### src/design/pfd_pkg.sv
// package for the protection fet drive control block
package pfd_pkg;
  // register byte offsets
  localparam logic [7:0] REG_CONFIG = 8'h00;
  localparam logic [7:0] REG_HOSTCMD = 8'h04;
  localparam logic [7:0] REG_FAULT = 8'h08;
  localparam logic [7:0] REG_INTSTAT = 8'h0C;
  localparam logic [7:0] REG_INTMASK = 8'h10;
  localparam logic [7:0] REG_CHGTHR = 8'h14;
  localparam logic [7:0] REG_DSGTHR = 8'h18;
  localparam logic [7:0] REG_STATE = 8'h1C;
  // config field positions
  localparam int CFG_SFOLLOW = 0;
  localparam int CFG_OVD_HI = 1;
  localparam int CFG_PARALLEL = 2;
  localparam int CFG_MODE_LO = 3;
  localparam int CFG_CHG_PRESENT = 5;
  localparam int CFG_DSG_PRESENT = 6;
  localparam int CFG_WIDTH = 7;
  localparam logic [CFG_WIDTH-1:0] CFG_RESET = 7'h60;
  // host command bits
  localparam int CMD_CHG_OFF = 0;
  localparam int CMD_DSG_OFF = 1;
  // interrupt status bits
  localparam int IRQ_CHG_FAULT = 0;
  localparam int IRQ_DSG_FAULT = 1;
  localparam int IRQ_WIDTH = 2;
  // current thresholds, signed, reset values
  localparam int CUR_WIDTH = 16;
  localparam logic [CUR_WIDTH-1:0] CHGTHR_RESET = 16'h0064;
  localparam logic [CUR_WIDTH-1:0] DSGTHR_RESET = 16'hFF9C;
  // control modes
  typedef enum logic [1:0] {
    PFD_AUTO,
    PFD_PARTIAL,
    PFD_MANUAL
  } pfd_mode_t;
endpackage

### src/design/pfd_fet_ctrl.sv
// protection fet drive control with wishbone register slave
//
// The Wishbone interface to the registers and the address map are this design's own decisions.
`timescale 1ns/1ns
`default_nettype none
module pfd_fet_ctrl
  import pfd_pkg::*;
#(
  parameter int CurWidth = CUR_WIDTH
) (
  // clock and reset
  input wire logic clk,
  input wire logic srst,
  // wishbone slave
  input wire logic wb_cyc_i,
  input wire logic wb_stb_i,
  input wire logic wb_we_i,
  input wire logic [7:0] wb_adr_i,
  input wire logic [3:0] wb_sel_i,
  input wire logic [31:0] wb_dat_i,
  output logic [31:0] wb_dat_o,
  output logic wb_ack_o,
  // protection subsystem
  input wire logic chargeFault,
  input wire logic dischargeFault,
  input wire logic sleepMode,
  input wire logic signed [CurWidth-1:0] packCurrent,
  input wire logic prechargeFetOn,
  input wire logic predischargeFetOn,
  // host pins
  input wire logic chargeFetBlockPin,
  input wire logic dischargeFetBlockPin,
  output logic alertIrq,
  // fet drive
  output logic chargeFet,
  output logic dischargeFet,
  output logic dischargeFromBattery,
  output logic pumpOverdriveHigh
);

  // ==========================================================
  // registers
  logic [CFG_WIDTH-1:0] cfgReg;
  logic [1:0] hostCmd;
  logic [IRQ_WIDTH-1:0] intStat;
  logic [IRQ_WIDTH-1:0] intMask;
  logic [CurWidth-1:0] chgThr;
  logic [CurWidth-1:0] dsgThr;
  logic [1:0] faultLatch;
  logic faultPrevC;
  logic faultPrevD;

  logic wbReq;
  logic wbWr;
  logic [31:0] next_rdata;
  pfd_mode_t mode;

  function automatic logic [31:0] mask_write(input logic [31:0] old, input logic [31:0] wd,
                                             input logic [3:0] sel);
    logic [31:0] r;
    r = old;
    for (int i = 0; i < 4; i++)
    begin
      if (sel[i])
      begin
        r[i*8 +: 8] = wd[i*8 +: 8];
      end
    end
    return r;
  endfunction

  // signed current compares, shared by body diode and drive source logic
  function automatic logic cur_below(input logic [CurWidth-1:0] cur,
                                     input logic [CurWidth-1:0] thr);
    return $signed(cur) < $signed(thr);
  endfunction

  function automatic logic cur_above(input logic [CurWidth-1:0] cur,
                                     input logic [CurWidth-1:0] thr);
    return $signed(cur) > $signed(thr);
  endfunction

  // full-word images of each byte-lane write; the registers keep only their low bits
  logic [31:0] cfgWord;
  logic [31:0] cmdWord;
  logic [31:0] maskWord;
  logic [31:0] chgThrWord;
  logic [31:0] dsgThrWord;

  assign cfgWord = mask_write(32'(cfgReg), wb_dat_i, wb_sel_i);
  assign cmdWord = mask_write(32'(hostCmd), wb_dat_i, wb_sel_i);
  assign maskWord = mask_write(32'(intMask), wb_dat_i, wb_sel_i);
  assign chgThrWord = mask_write(32'(chgThr), wb_dat_i, wb_sel_i);
  assign dsgThrWord = mask_write(32'(dsgThr), wb_dat_i, wb_sel_i);

  assign wbReq = wb_cyc_i && wb_stb_i && !wb_ack_o;
  assign wbWr = wbReq && wb_we_i;

  always_comb
  begin
    case (cfgReg[CFG_MODE_LO +: 2])
      2'h1: mode = PFD_PARTIAL;
      2'h2: mode = PFD_MANUAL;
      default: mode = PFD_AUTO;
    endcase
  end

  // ==========================================================
  // wishbone slave: one wait state, zero data on unmapped reads
  always_ff @(posedge clk)
  begin
    if (srst)
    begin
      wb_ack_o <= 1'b0;
    end
    else
    begin
      wb_ack_o <= wbReq;
    end
  end

  always_comb
  begin
    next_rdata = 32'h0000_0000;
    if (wb_adr_i == REG_CONFIG)
    begin
      next_rdata[CFG_WIDTH-1:0] = cfgReg;
    end
    else if (wb_adr_i == REG_HOSTCMD)
    begin
      next_rdata[1:0] = hostCmd;
    end
    else if (wb_adr_i == REG_FAULT)
    begin
      next_rdata[1:0] = faultLatch;
    end
    else if (wb_adr_i == REG_INTSTAT)
    begin
      next_rdata[IRQ_WIDTH-1:0] = intStat;
    end
    else if (wb_adr_i == REG_INTMASK)
    begin
      next_rdata[IRQ_WIDTH-1:0] = intMask;
    end
    else if (wb_adr_i == REG_CHGTHR)
    begin
      next_rdata[CurWidth-1:0] = chgThr;
    end
    else if (wb_adr_i == REG_DSGTHR)
    begin
      next_rdata[CurWidth-1:0] = dsgThr;
    end
    else if (wb_adr_i == REG_STATE)
    begin
      next_rdata[3:0] = {pumpOverdriveHigh, dischargeFromBattery, dischargeFet, chargeFet};
    end
  end

  always_ff @(posedge clk)
  begin
    if (srst)
    begin
      wb_dat_o <= 32'h0000_0000;
    end
    else if (wbReq && !wb_we_i)
    begin
      wb_dat_o <= next_rdata;
    end
  end

  // config is the only source of the drive options
  always_ff @(posedge clk)
  begin
    if (srst)
    begin
      cfgReg <= CFG_RESET;
    end
    else if (wbWr && wb_adr_i == REG_CONFIG)
    begin
      cfgReg <= cfgWord[CFG_WIDTH-1:0];
    end
  end

  always_ff @(posedge clk)
  begin
    if (srst)
    begin
      hostCmd <= 2'h0;
    end
    else if (wbWr && wb_adr_i == REG_HOSTCMD)
    begin
      hostCmd <= cmdWord[1:0];
    end
  end

  always_ff @(posedge clk)
  begin
    if (srst)
    begin
      intMask <= '0;
      chgThr <= CHGTHR_RESET;
      dsgThr <= DSGTHR_RESET;
    end
    else if (wbWr)
    begin
      if (wb_adr_i == REG_INTMASK)
      begin
        intMask <= maskWord[IRQ_WIDTH-1:0];
      end
      else if (wb_adr_i == REG_CHGTHR)
      begin
        chgThr <= chgThrWord[CurWidth-1:0];
      end
      else if (wb_adr_i == REG_DSGTHR)
      begin
        dsgThr <= dsgThrWord[CurWidth-1:0];
      end
    end
  end

  // ==========================================================
  // fault latch and interrupt
  logic [IRQ_WIDTH-1:0] faultRise;
  logic [IRQ_WIDTH-1:0] w1c;
  logic [1:0] faultNow;

  assign faultNow = {dischargeFault, chargeFault};
  assign faultRise = {dischargeFault && !faultPrevD, chargeFault && !faultPrevC};
  assign w1c = (wbWr && wb_adr_i == REG_INTSTAT && wb_sel_i[0]) ? wb_dat_i[IRQ_WIDTH-1:0] : '0;

  always_ff @(posedge clk)
  begin
    if (srst)
    begin
      faultPrevC <= 1'b0;
      faultPrevD <= 1'b0;
    end
    else
    begin
      faultPrevC <= chargeFault;
      faultPrevD <= dischargeFault;
    end
  end

  // set wins over a same-cycle clear
  always_ff @(posedge clk)
  begin
    if (srst)
    begin
      intStat <= '0;
    end
    else
    begin
      intStat <= (intStat & ~w1c) | faultRise;
    end
  end

  // outside autonomous mode a fault stays latched until the host clears it by a fault write
  always_ff @(posedge clk)
  begin
    if (srst)
    begin
      faultLatch <= 2'h0;
    end
    else if (mode == PFD_AUTO)
    begin
      faultLatch <= faultNow;
    end
    else
    begin
      faultLatch <= faultNow |
        (faultLatch & ~((wbWr && wb_adr_i == REG_FAULT) ? wb_dat_i[1:0] : 2'h0));
    end
  end

  assign alertIrq = |(intStat & intMask);

  // ==========================================================
  // fet decision
  logic chgInhibit;
  logic dsgInhibit;
  logic chgWanted;
  logic dsgWanted;
  logic chgBodyDiode;
  logic dsgBodyDiode;
  logic seriesMode;
  logic dischargeSeen;

  assign seriesMode = !cfgReg[CFG_PARALLEL];

  // the manual mode host does not rely on autonomous turn-off: faults only flag
  assign chgInhibit = !cfgReg[CFG_CHG_PRESENT] ||
    ((mode != PFD_MANUAL) && faultLatch[0]) ||
    hostCmd[CMD_CHG_OFF] || chargeFetBlockPin;
  assign dsgInhibit = !cfgReg[CFG_DSG_PRESENT] ||
    ((mode != PFD_MANUAL) && faultLatch[1]) ||
    hostCmd[CMD_DSG_OFF] || dischargeFetBlockPin;

  // current below the discharge threshold means significant discharge current
  assign dischargeSeen = cur_below(packCurrent, dsgThr);

  // body diode protection never overrides a missing fet or a block pin, but it does
  // override faults and host commands, since the body diode would otherwise carry it
  assign chgBodyDiode = seriesMode && cfgReg[CFG_CHG_PRESENT] && !chargeFetBlockPin &&
    (!dsgInhibit || predischargeFetOn) &&
    dischargeSeen;
  assign dsgBodyDiode = seriesMode && cfgReg[CFG_DSG_PRESENT] && !dischargeFetBlockPin &&
    (!chgInhibit || prechargeFetOn) &&
    cur_above(packCurrent, chgThr);

  assign chgWanted = !chgInhibit || chgBodyDiode;
  assign dsgWanted = !dsgInhibit || dsgBodyDiode;

  // ==========================================================
  // fet enables follow the decision one edge later
  always_ff @(posedge clk)
  begin
    if (srst)
    begin
      chargeFet <= 1'b0;
      dischargeFet <= 1'b0;
    end
    else
    begin
      chargeFet <= chgWanted;
      dischargeFet <= dsgWanted;
    end
  end

  // battery-sourced drive only in sleep and with no current below dsgThr; a current below
  // dsgThr hands the gate back to the pump, so the pump must stay charged
  always_ff @(posedge clk)
  begin
    if (srst)
    begin
      dischargeFromBattery <= 1'b0;
    end
    else
    begin
      dischargeFromBattery <= dsgWanted && cfgReg[CFG_SFOLLOW] && sleepMode &&
        !dischargeSeen;
    end
  end

  // overdrive level is a registered copy of the config bit
  always_ff @(posedge clk)
  begin
    if (srst)
    begin
      pumpOverdriveHigh <= 1'b0;
    end
    else
    begin
      pumpOverdriveHigh <= cfgReg[CFG_OVD_HI];
    end
  end

endmodule // pfd_fet_ctrl
`default_nettype wire

### config.mk
export PLATFORM = sky130hd
export DESIGN_NAME = pfd_fet_ctrl
export DESIGN_NICKNAME = d
export VERILOG_FILES = /design/src/design/pfd_pkg.sv /design/src/design/pfd_fet_ctrl.sv
export SDC_FILE = /design/constraint.sdc
export NUM_CORES = 1
export LEC_CHECK = 0
export BUFFER_PORTS_ARGS = -buffer_cell sky130_fd_sc_hd__buf_2
export CAP_MARGIN = 20
export CELL_PAD_IN_SITES_DETAIL_PLACEMENT = 0
export CELL_PAD_IN_SITES_GLOBAL_PLACEMENT = 1
export CORE_MARGIN = 8
export CORE_UTILIZATION = 25
export CTS_CLUSTER_SIZE = 30
export DETAILED_ROUTE_END_ITERATION = 12
export GPL_ROUTABILITY_DRIVEN = 0
export GPL_TIMING_DRIVEN = 0
export HOLD_SLACK_MARGIN = 0.02
export PLACE_DENSITY = 0.6
export SETUP_SLACK_MARGIN = 0.15
export SYNTH_ARGS = -nofsm -noshare
export SYNTH_HDL_FRONTEND = slang
export SYNTH_SLANG_ARGS = --single-unit
### constraint.sdc
create_clock -name clk -period 4.5 [get_ports clk]
set_clock_uncertainty 0.2 [all_clocks]
set_input_delay 0 -clock clk [delete_from_list [all_inputs] [get_ports clk]]
set_output_delay 0 -clock clk [all_outputs]
set_load 0.05 [all_outputs]
**Word level (Yosys, flattened, before mapping)**

Index checks and enable logic that the tools add are counted.
W data, S select, Z words.

- Bits in registers: 70
- Latch bits: 0
- Bits in writable memories: 0
- Memory bits (read-only): 0
- Input port bits: 72
- Output and inout bits: 38
- Memories kept: 0

- Add/sub/neg operators: 0
- $mul: 0
- Div/mod/pow operators: 0
- Order comparisons: 2
- Equality and inequality tests: 10
- Shift-type cells: 0
- Muxes and demuxes: 18
- Bitwise logic cells: 9
- Reduce and logical (&&, ||, !) cells: 56

Operators with widths:

| operator | count |
|---|---|
| $mux W14 | 4 |
| $eq A8 B5 Y1 const B | 4 |
| $logic_and A1 B1 Y1 | 24 |
| $eq A8 B4 Y1 const B | 2 |
| $gt A16 B16 Y1 | 1 |
| $lt A16 B16 Y1 | 1 |
| $mux W16 | 1 |
| $mux W2 | 7 |
| $logic_not A1 Y1 | 12 |
| $mux W12 | 1 |
| $logic_or A1 B1 Y1 | 10 |
| $reduce_and A5 Y1 | 2 |
| $mux W9 | 1 |
| $eq A8 B3 Y1 const B | 1 |
| $logic_not A8 Y1 | 1 |
| $mux W4 | 2 |
| $reduce_and A4 Y1 | 2 |
| $mux W7 | 1 |
| $and A2 B2 Y2 | 3 |
| $not A2 Y2 | 2 |
| $or A2 B2 Y2 | 2 |
| $pmux W2 S2 | 1 |
| $reduce_and A2 Y1 | 2 |
| $reduce_and A3 Y1 | 1 |
| other kinds (6) | 7 |

**Depth between registers and ports, before layout**

- Depth after elaboration: 15
- Gate-level depth with buffers: 8
- Depth with buffers taken out: 8

**Least setup slack after synthesis**

OpenSTA, ideal clock, no wires.

- Path type: register to register
- Start: register dsgThr[13]
- End: register dischargeFromBattery
- Library setup time: 0.116 ns
- Data arrival time: 1.706 ns
- Required time: 4.184 ns
- Slack: 2.478 ns
- Stages on the path, launching flop included: 8
- Path buffers: 0
- Path through: dfxtp_1 inv_1 ha_1 a21o_1 a2111oi_0 a22o_1 a31oi_1 and4_1

- Word-level cells in the longest chain between the ends: 3

Ends and longest elaborated chain:

| element | RTL line | source |
|---|---|---|
| start: declaration | pfd_fet_ctrl.sv:48 | `logic [CurWidth-1:0] dsgThr;` |
| start signal: assignment | pfd_fet_ctrl.sv:216 | `dsgThr <= dsgThrWord[CurWidth-1:0];` |
| $lt A16 B16 Y1 | pfd_fet_ctrl.sv:75 | `return $signed(cur) < $signed(thr);` |
| $logic_not A1 Y1 | pfd_fet_ctrl.sv:341 | `!dischargeSeen;` |
| $logic_and A1 B1 Y1 | pfd_fet_ctrl.sv:340 | `dischargeFromBattery <= dsgWanted && cfgReg[CFG_SFOLLOW] && sleepMode &&` |
| end signal: assignment | pfd_fet_ctrl.sv:340 |  |
| end: declaration | pfd_fet_ctrl.sv:37 | `output logic dischargeFromBattery,` |

No other way between the ends.
A chain may end at the register's enable or synchronous reset.

**Final worst setup path**

- Start: register dsgThr[2]
- End: register chargeFet

- Word-level cells in the longest chain between the ends: 3

Ends and longest elaborated chain:

| element | RTL line | source |
|---|---|---|
| $lt A16 B16 Y1 | pfd_fet_ctrl.sv:75 |  |
| $logic_and A1 B1 Y1 | pfd_fet_ctrl.sv:305 | `(!dsgInhibit \|\| predischargeFetOn) &&` |
| $logic_or A1 B1 Y1 | pfd_fet_ctrl.sv:311 | `assign chgWanted = !chgInhibit \|\| chgBodyDiode;` |
| end signal: assignment | pfd_fet_ctrl.sv:325 | `chargeFet <= chgWanted;` |
| end: declaration | pfd_fet_ctrl.sv:35 | `output logic chargeFet,` |

No other way between the ends.

==> summary.txt <==
Worst Setup SP - dsgThr[2]$_SDFFE_PP1P_
Total GRT Usage - 13.7%
First-pass GRT wire length - 21.3 mm
Least-Margin Pin Slew - 0.925 ns
Die ar. - 20000 um2
CTS clk-pin slew, worst paths - 0.06 ns
Antenna violations before repair - 0
Final count of negative-setup-slack endpoints - 0
Max-cap violations - 0
CTS tree - yes
Max IR drop VDD - 0.194 mV
Top_reg_cell synth - dfxtp_1
Area contributors post-synth - dfxtp_1 36%, ha_1 10%, nor2_1 5.5%
DR vias/cell - 4.63
Min Tclk post-route - 3.00 ns
# IOs - 110
Sequential share of the synthesized area - 35.7%
Gate family responsible for the most delay along the worst path - compound AO/OA/AOI/OAI gates
Area growth from synthesis to layout - 34.3%
Clk buf depth - 2
Post-Route WL - 13.6 mm
Avg Cell Area, Syn - 8.39 um2
Dominant cell type by area after synthesis - dfxtp_1
Initial DRC count - 240
Critical Path, Cell by Cell - inv_1, ha_1, nand2_1, o21ai_0, nand4_1, a211o_1, a31oi_1, o31ai_1, dlygate4sd3_1
Leakage - 0.00243 uW
FMAX - 334 MHz
Post-DRT Antenna Nets - 0
Worst r2r src - dsgThr[2]$_SDFFE_PP1P_
Detailed-route DRC error count - 0
Post-synth cell types - 52
Pwr dens - 315 nW/um2
# resized after CTS - 0
CP max stage delay - 0.59 ns
Die height - 141 um
Clock Latency Late Sink - 0.33 ns
# diodes - 0
Area share of the largest cell type after synthesis - 35.7%
TritonCTS Sinks - 70
HPWL Detailed - 11.0 mm
Slew margin rel. - 36.7%
Initial Util - 25.2%
Yosys synthesis warning count - 0
Critical Path Source Type - flop
Power, Total - 1660 uW
Fin Setup TNS - 0 ns
GRT overflow - 0
Buf/Inv on CP - 2
Pin count of the biggest net entering global routing - 12
Synth Cell Area - 3930 um2
Worst EP arrival - 3.01 ns
Slew Viols, Final - 0
Clk root buf - clkbuf_16
Fin crit share - 66.6%
Synthesized flop and latch total - 70
Worst hold path type - primary input to flop
WP data required - 4.51 ns
Placeable Area - 15600 um2
DR pass1 iterations - 4
Status - complete, no violations
Critical-path top delay cell - dlygate4sd3_1
FP Rows - 46
Setup bufs post-CTS - 0
Vias in the first global route - 3927
Inserted Clock Buffers - 9
Post-Synthesis Cells - 468
Element type at the critical path end - flop
Via count - 3796
IO Port Bufs - 73
Post-layout net count - 703
Fraction of layout cells with a size suffix above 1 - 20.4%
Top fanout value on the critical path - 2
H-tree Lvls - 3
Min-delay src - prechargeFetOn
Worst hold slack - 0.0337 ns
Asr flop ratio synth - 0%
RSZ-0062 raised after global routing - no
Post-synth EDFFs - 0
WS Path Type - flop to flop
Util after Layout - 33.8%
Final count of hold timing violations - 0
WL/cell - 16.6 um
CTS Hold Bufs - 32
Die width - 141 um
metal layers:
metal	GRT usage [%]	routed length (um)	up-vias
met5	0	0	-
met1	17.0	6020	1774
met3	3.36	752	17
met2	23.2	6610	109
met4	3.79	260	0
li1	-	-	1896
final cells by class:
| class | count | area, um2 |
|---|---|---|
| Multi-Input combinational cell | 334 | 2180 |
| Fill cell | 1687 | 10300 |
| Timing Repair Buffer | 105 | 686 |
| Sequential cell | 70 | 1400 |
| Buffer | 39 | 248 |
| Tap cell | 216 | 270 |
| Clock inverter | 3 | 65.1 |
| Clock buffer | 13 | 270 |
| Inverter | 40 | 150 |
cell usage in the layout (no fill, tap or decap), types with 3 or more instances in the layout:
cell	netlist	layout
buf_6	3	3
and4_1	3	3
a31oi_1	5	5
nor2b_1	8	8
a211oi_1	5	5
nand2_1	34	34
inv_1	40	40
a211o_1	18	18
and3_1	5	5
nand4_1	8	8
dfxtp_1	70	70
buf_2	5	78
a2111oi_0	3	3
dlygate4sd3_1	0	32
clkbuf_1	9	10
nor2_1	58	58
o21ai_0	6	6
conb_1	1	16
nand3_1	21	21
a221oi_1	11	11
nand3b_1	5	5
mux2i_1	19	19
ha_1	32	32
buf_4	19	19
clkbuf_16	0	9
nor3_1	11	11
nand2b_1	4	4
a21oi_1	29	29
clkbuf_8	0	3
a22oi_1	3	3
a21o_1	3	3
through the flow:
step | setup WS, ns | cell area [um2] | cells
6_report | 1.50 | 5280 | 820
5_1_grt | 1.40 | 5280 | 820
4_1_cts | 1.54 | 5280 | 820
3_5_place_dp | 2.02 | 4620 | 772
3_3_place_gp | 2.06 | 4620 | 772
2_1_floorplan | 2.48 | 3980 | 483
where the power goes:
| group | switching (uW) | internal [uW] |
|---|---|---|
| registers | 7.22 | 632 |
| clock network | 263 | 530 |
| logic | 144 | 84.5 |
| total | 414 | 1250 |
kinds of logic after synthesis:
family	Yosys count	share of synthesized area, %
flops	70	35.7
mux	19	4.84
buf+inv	79	10.1
compound gates	94	16.9
fa+ha+maj	32	10.2
other cells	1	0.0955
simple gates	173	22.1
worst reg2reg max path: stages, from the launching register on:
cell           delay, ns
dfxtp_1             0.32
inv_1               0.06
ha_1                0.29
nand2_1             0.05
o21ai_0             0.22
nand4_1             0.17
a211o_1             0.32
a31oi_1             0.50
o31ai_1             0.16
dlygate4sd3_1       0.59
path summary, 6_finish.rpt:
kind | end | slack, ns | depth (start not counted)
setup / recovery | chargeFet$_SDFF_PP0_ | 1.50 | 9
hold / removal | dischargeFet$_SDFF_PP0_ | 0.03 | 4
setup reg to reg | chargeFet$_SDFF_PP0_ | 1.50 | 9
hold reg to reg | wb_dat_o[1]$_SDFFE_PP0P_ | 0.27 | 2
sequential cells by signal (all words and copies together), names as in the netlist:
signal and cells:
dischargeFet 1, faultPrevD 1, intMask 2, intStat 2
hostCmd 2, dsgThr 16, faultLatch 2, dischargeFromBattery 1
chargeFet 1, wb_ack_o 1, faultPrevC 1, pumpOverdriveHigh 1
cfgReg 7, wb_dat_o 16, chgThr 16
synthesized netlist by cell type (all sizes together) (4+ instances only):
| master | number |
|---|---|
| nand3 | 21 |
| nor2 | 60 |
| a31oi | 5 |
| a21oi | 29 |
| nand4 | 8 |
| a211oi | 5 |
| ha | 32 |
| nand2 | 34 |
| nor2b | 8 |
| mux2i | 19 |
| nand2b | 4 |
| and3 | 5 |
| clkbuf | 10 |
| nor3 | 12 |
| a221oi | 11 |
| nand3b | 5 |
| inv | 40 |
| o21ai | 6 |
| buf | 29 |
| dfxtp | 70 |
| a211o | 18 |
Power figures use the tool's default switching activity.
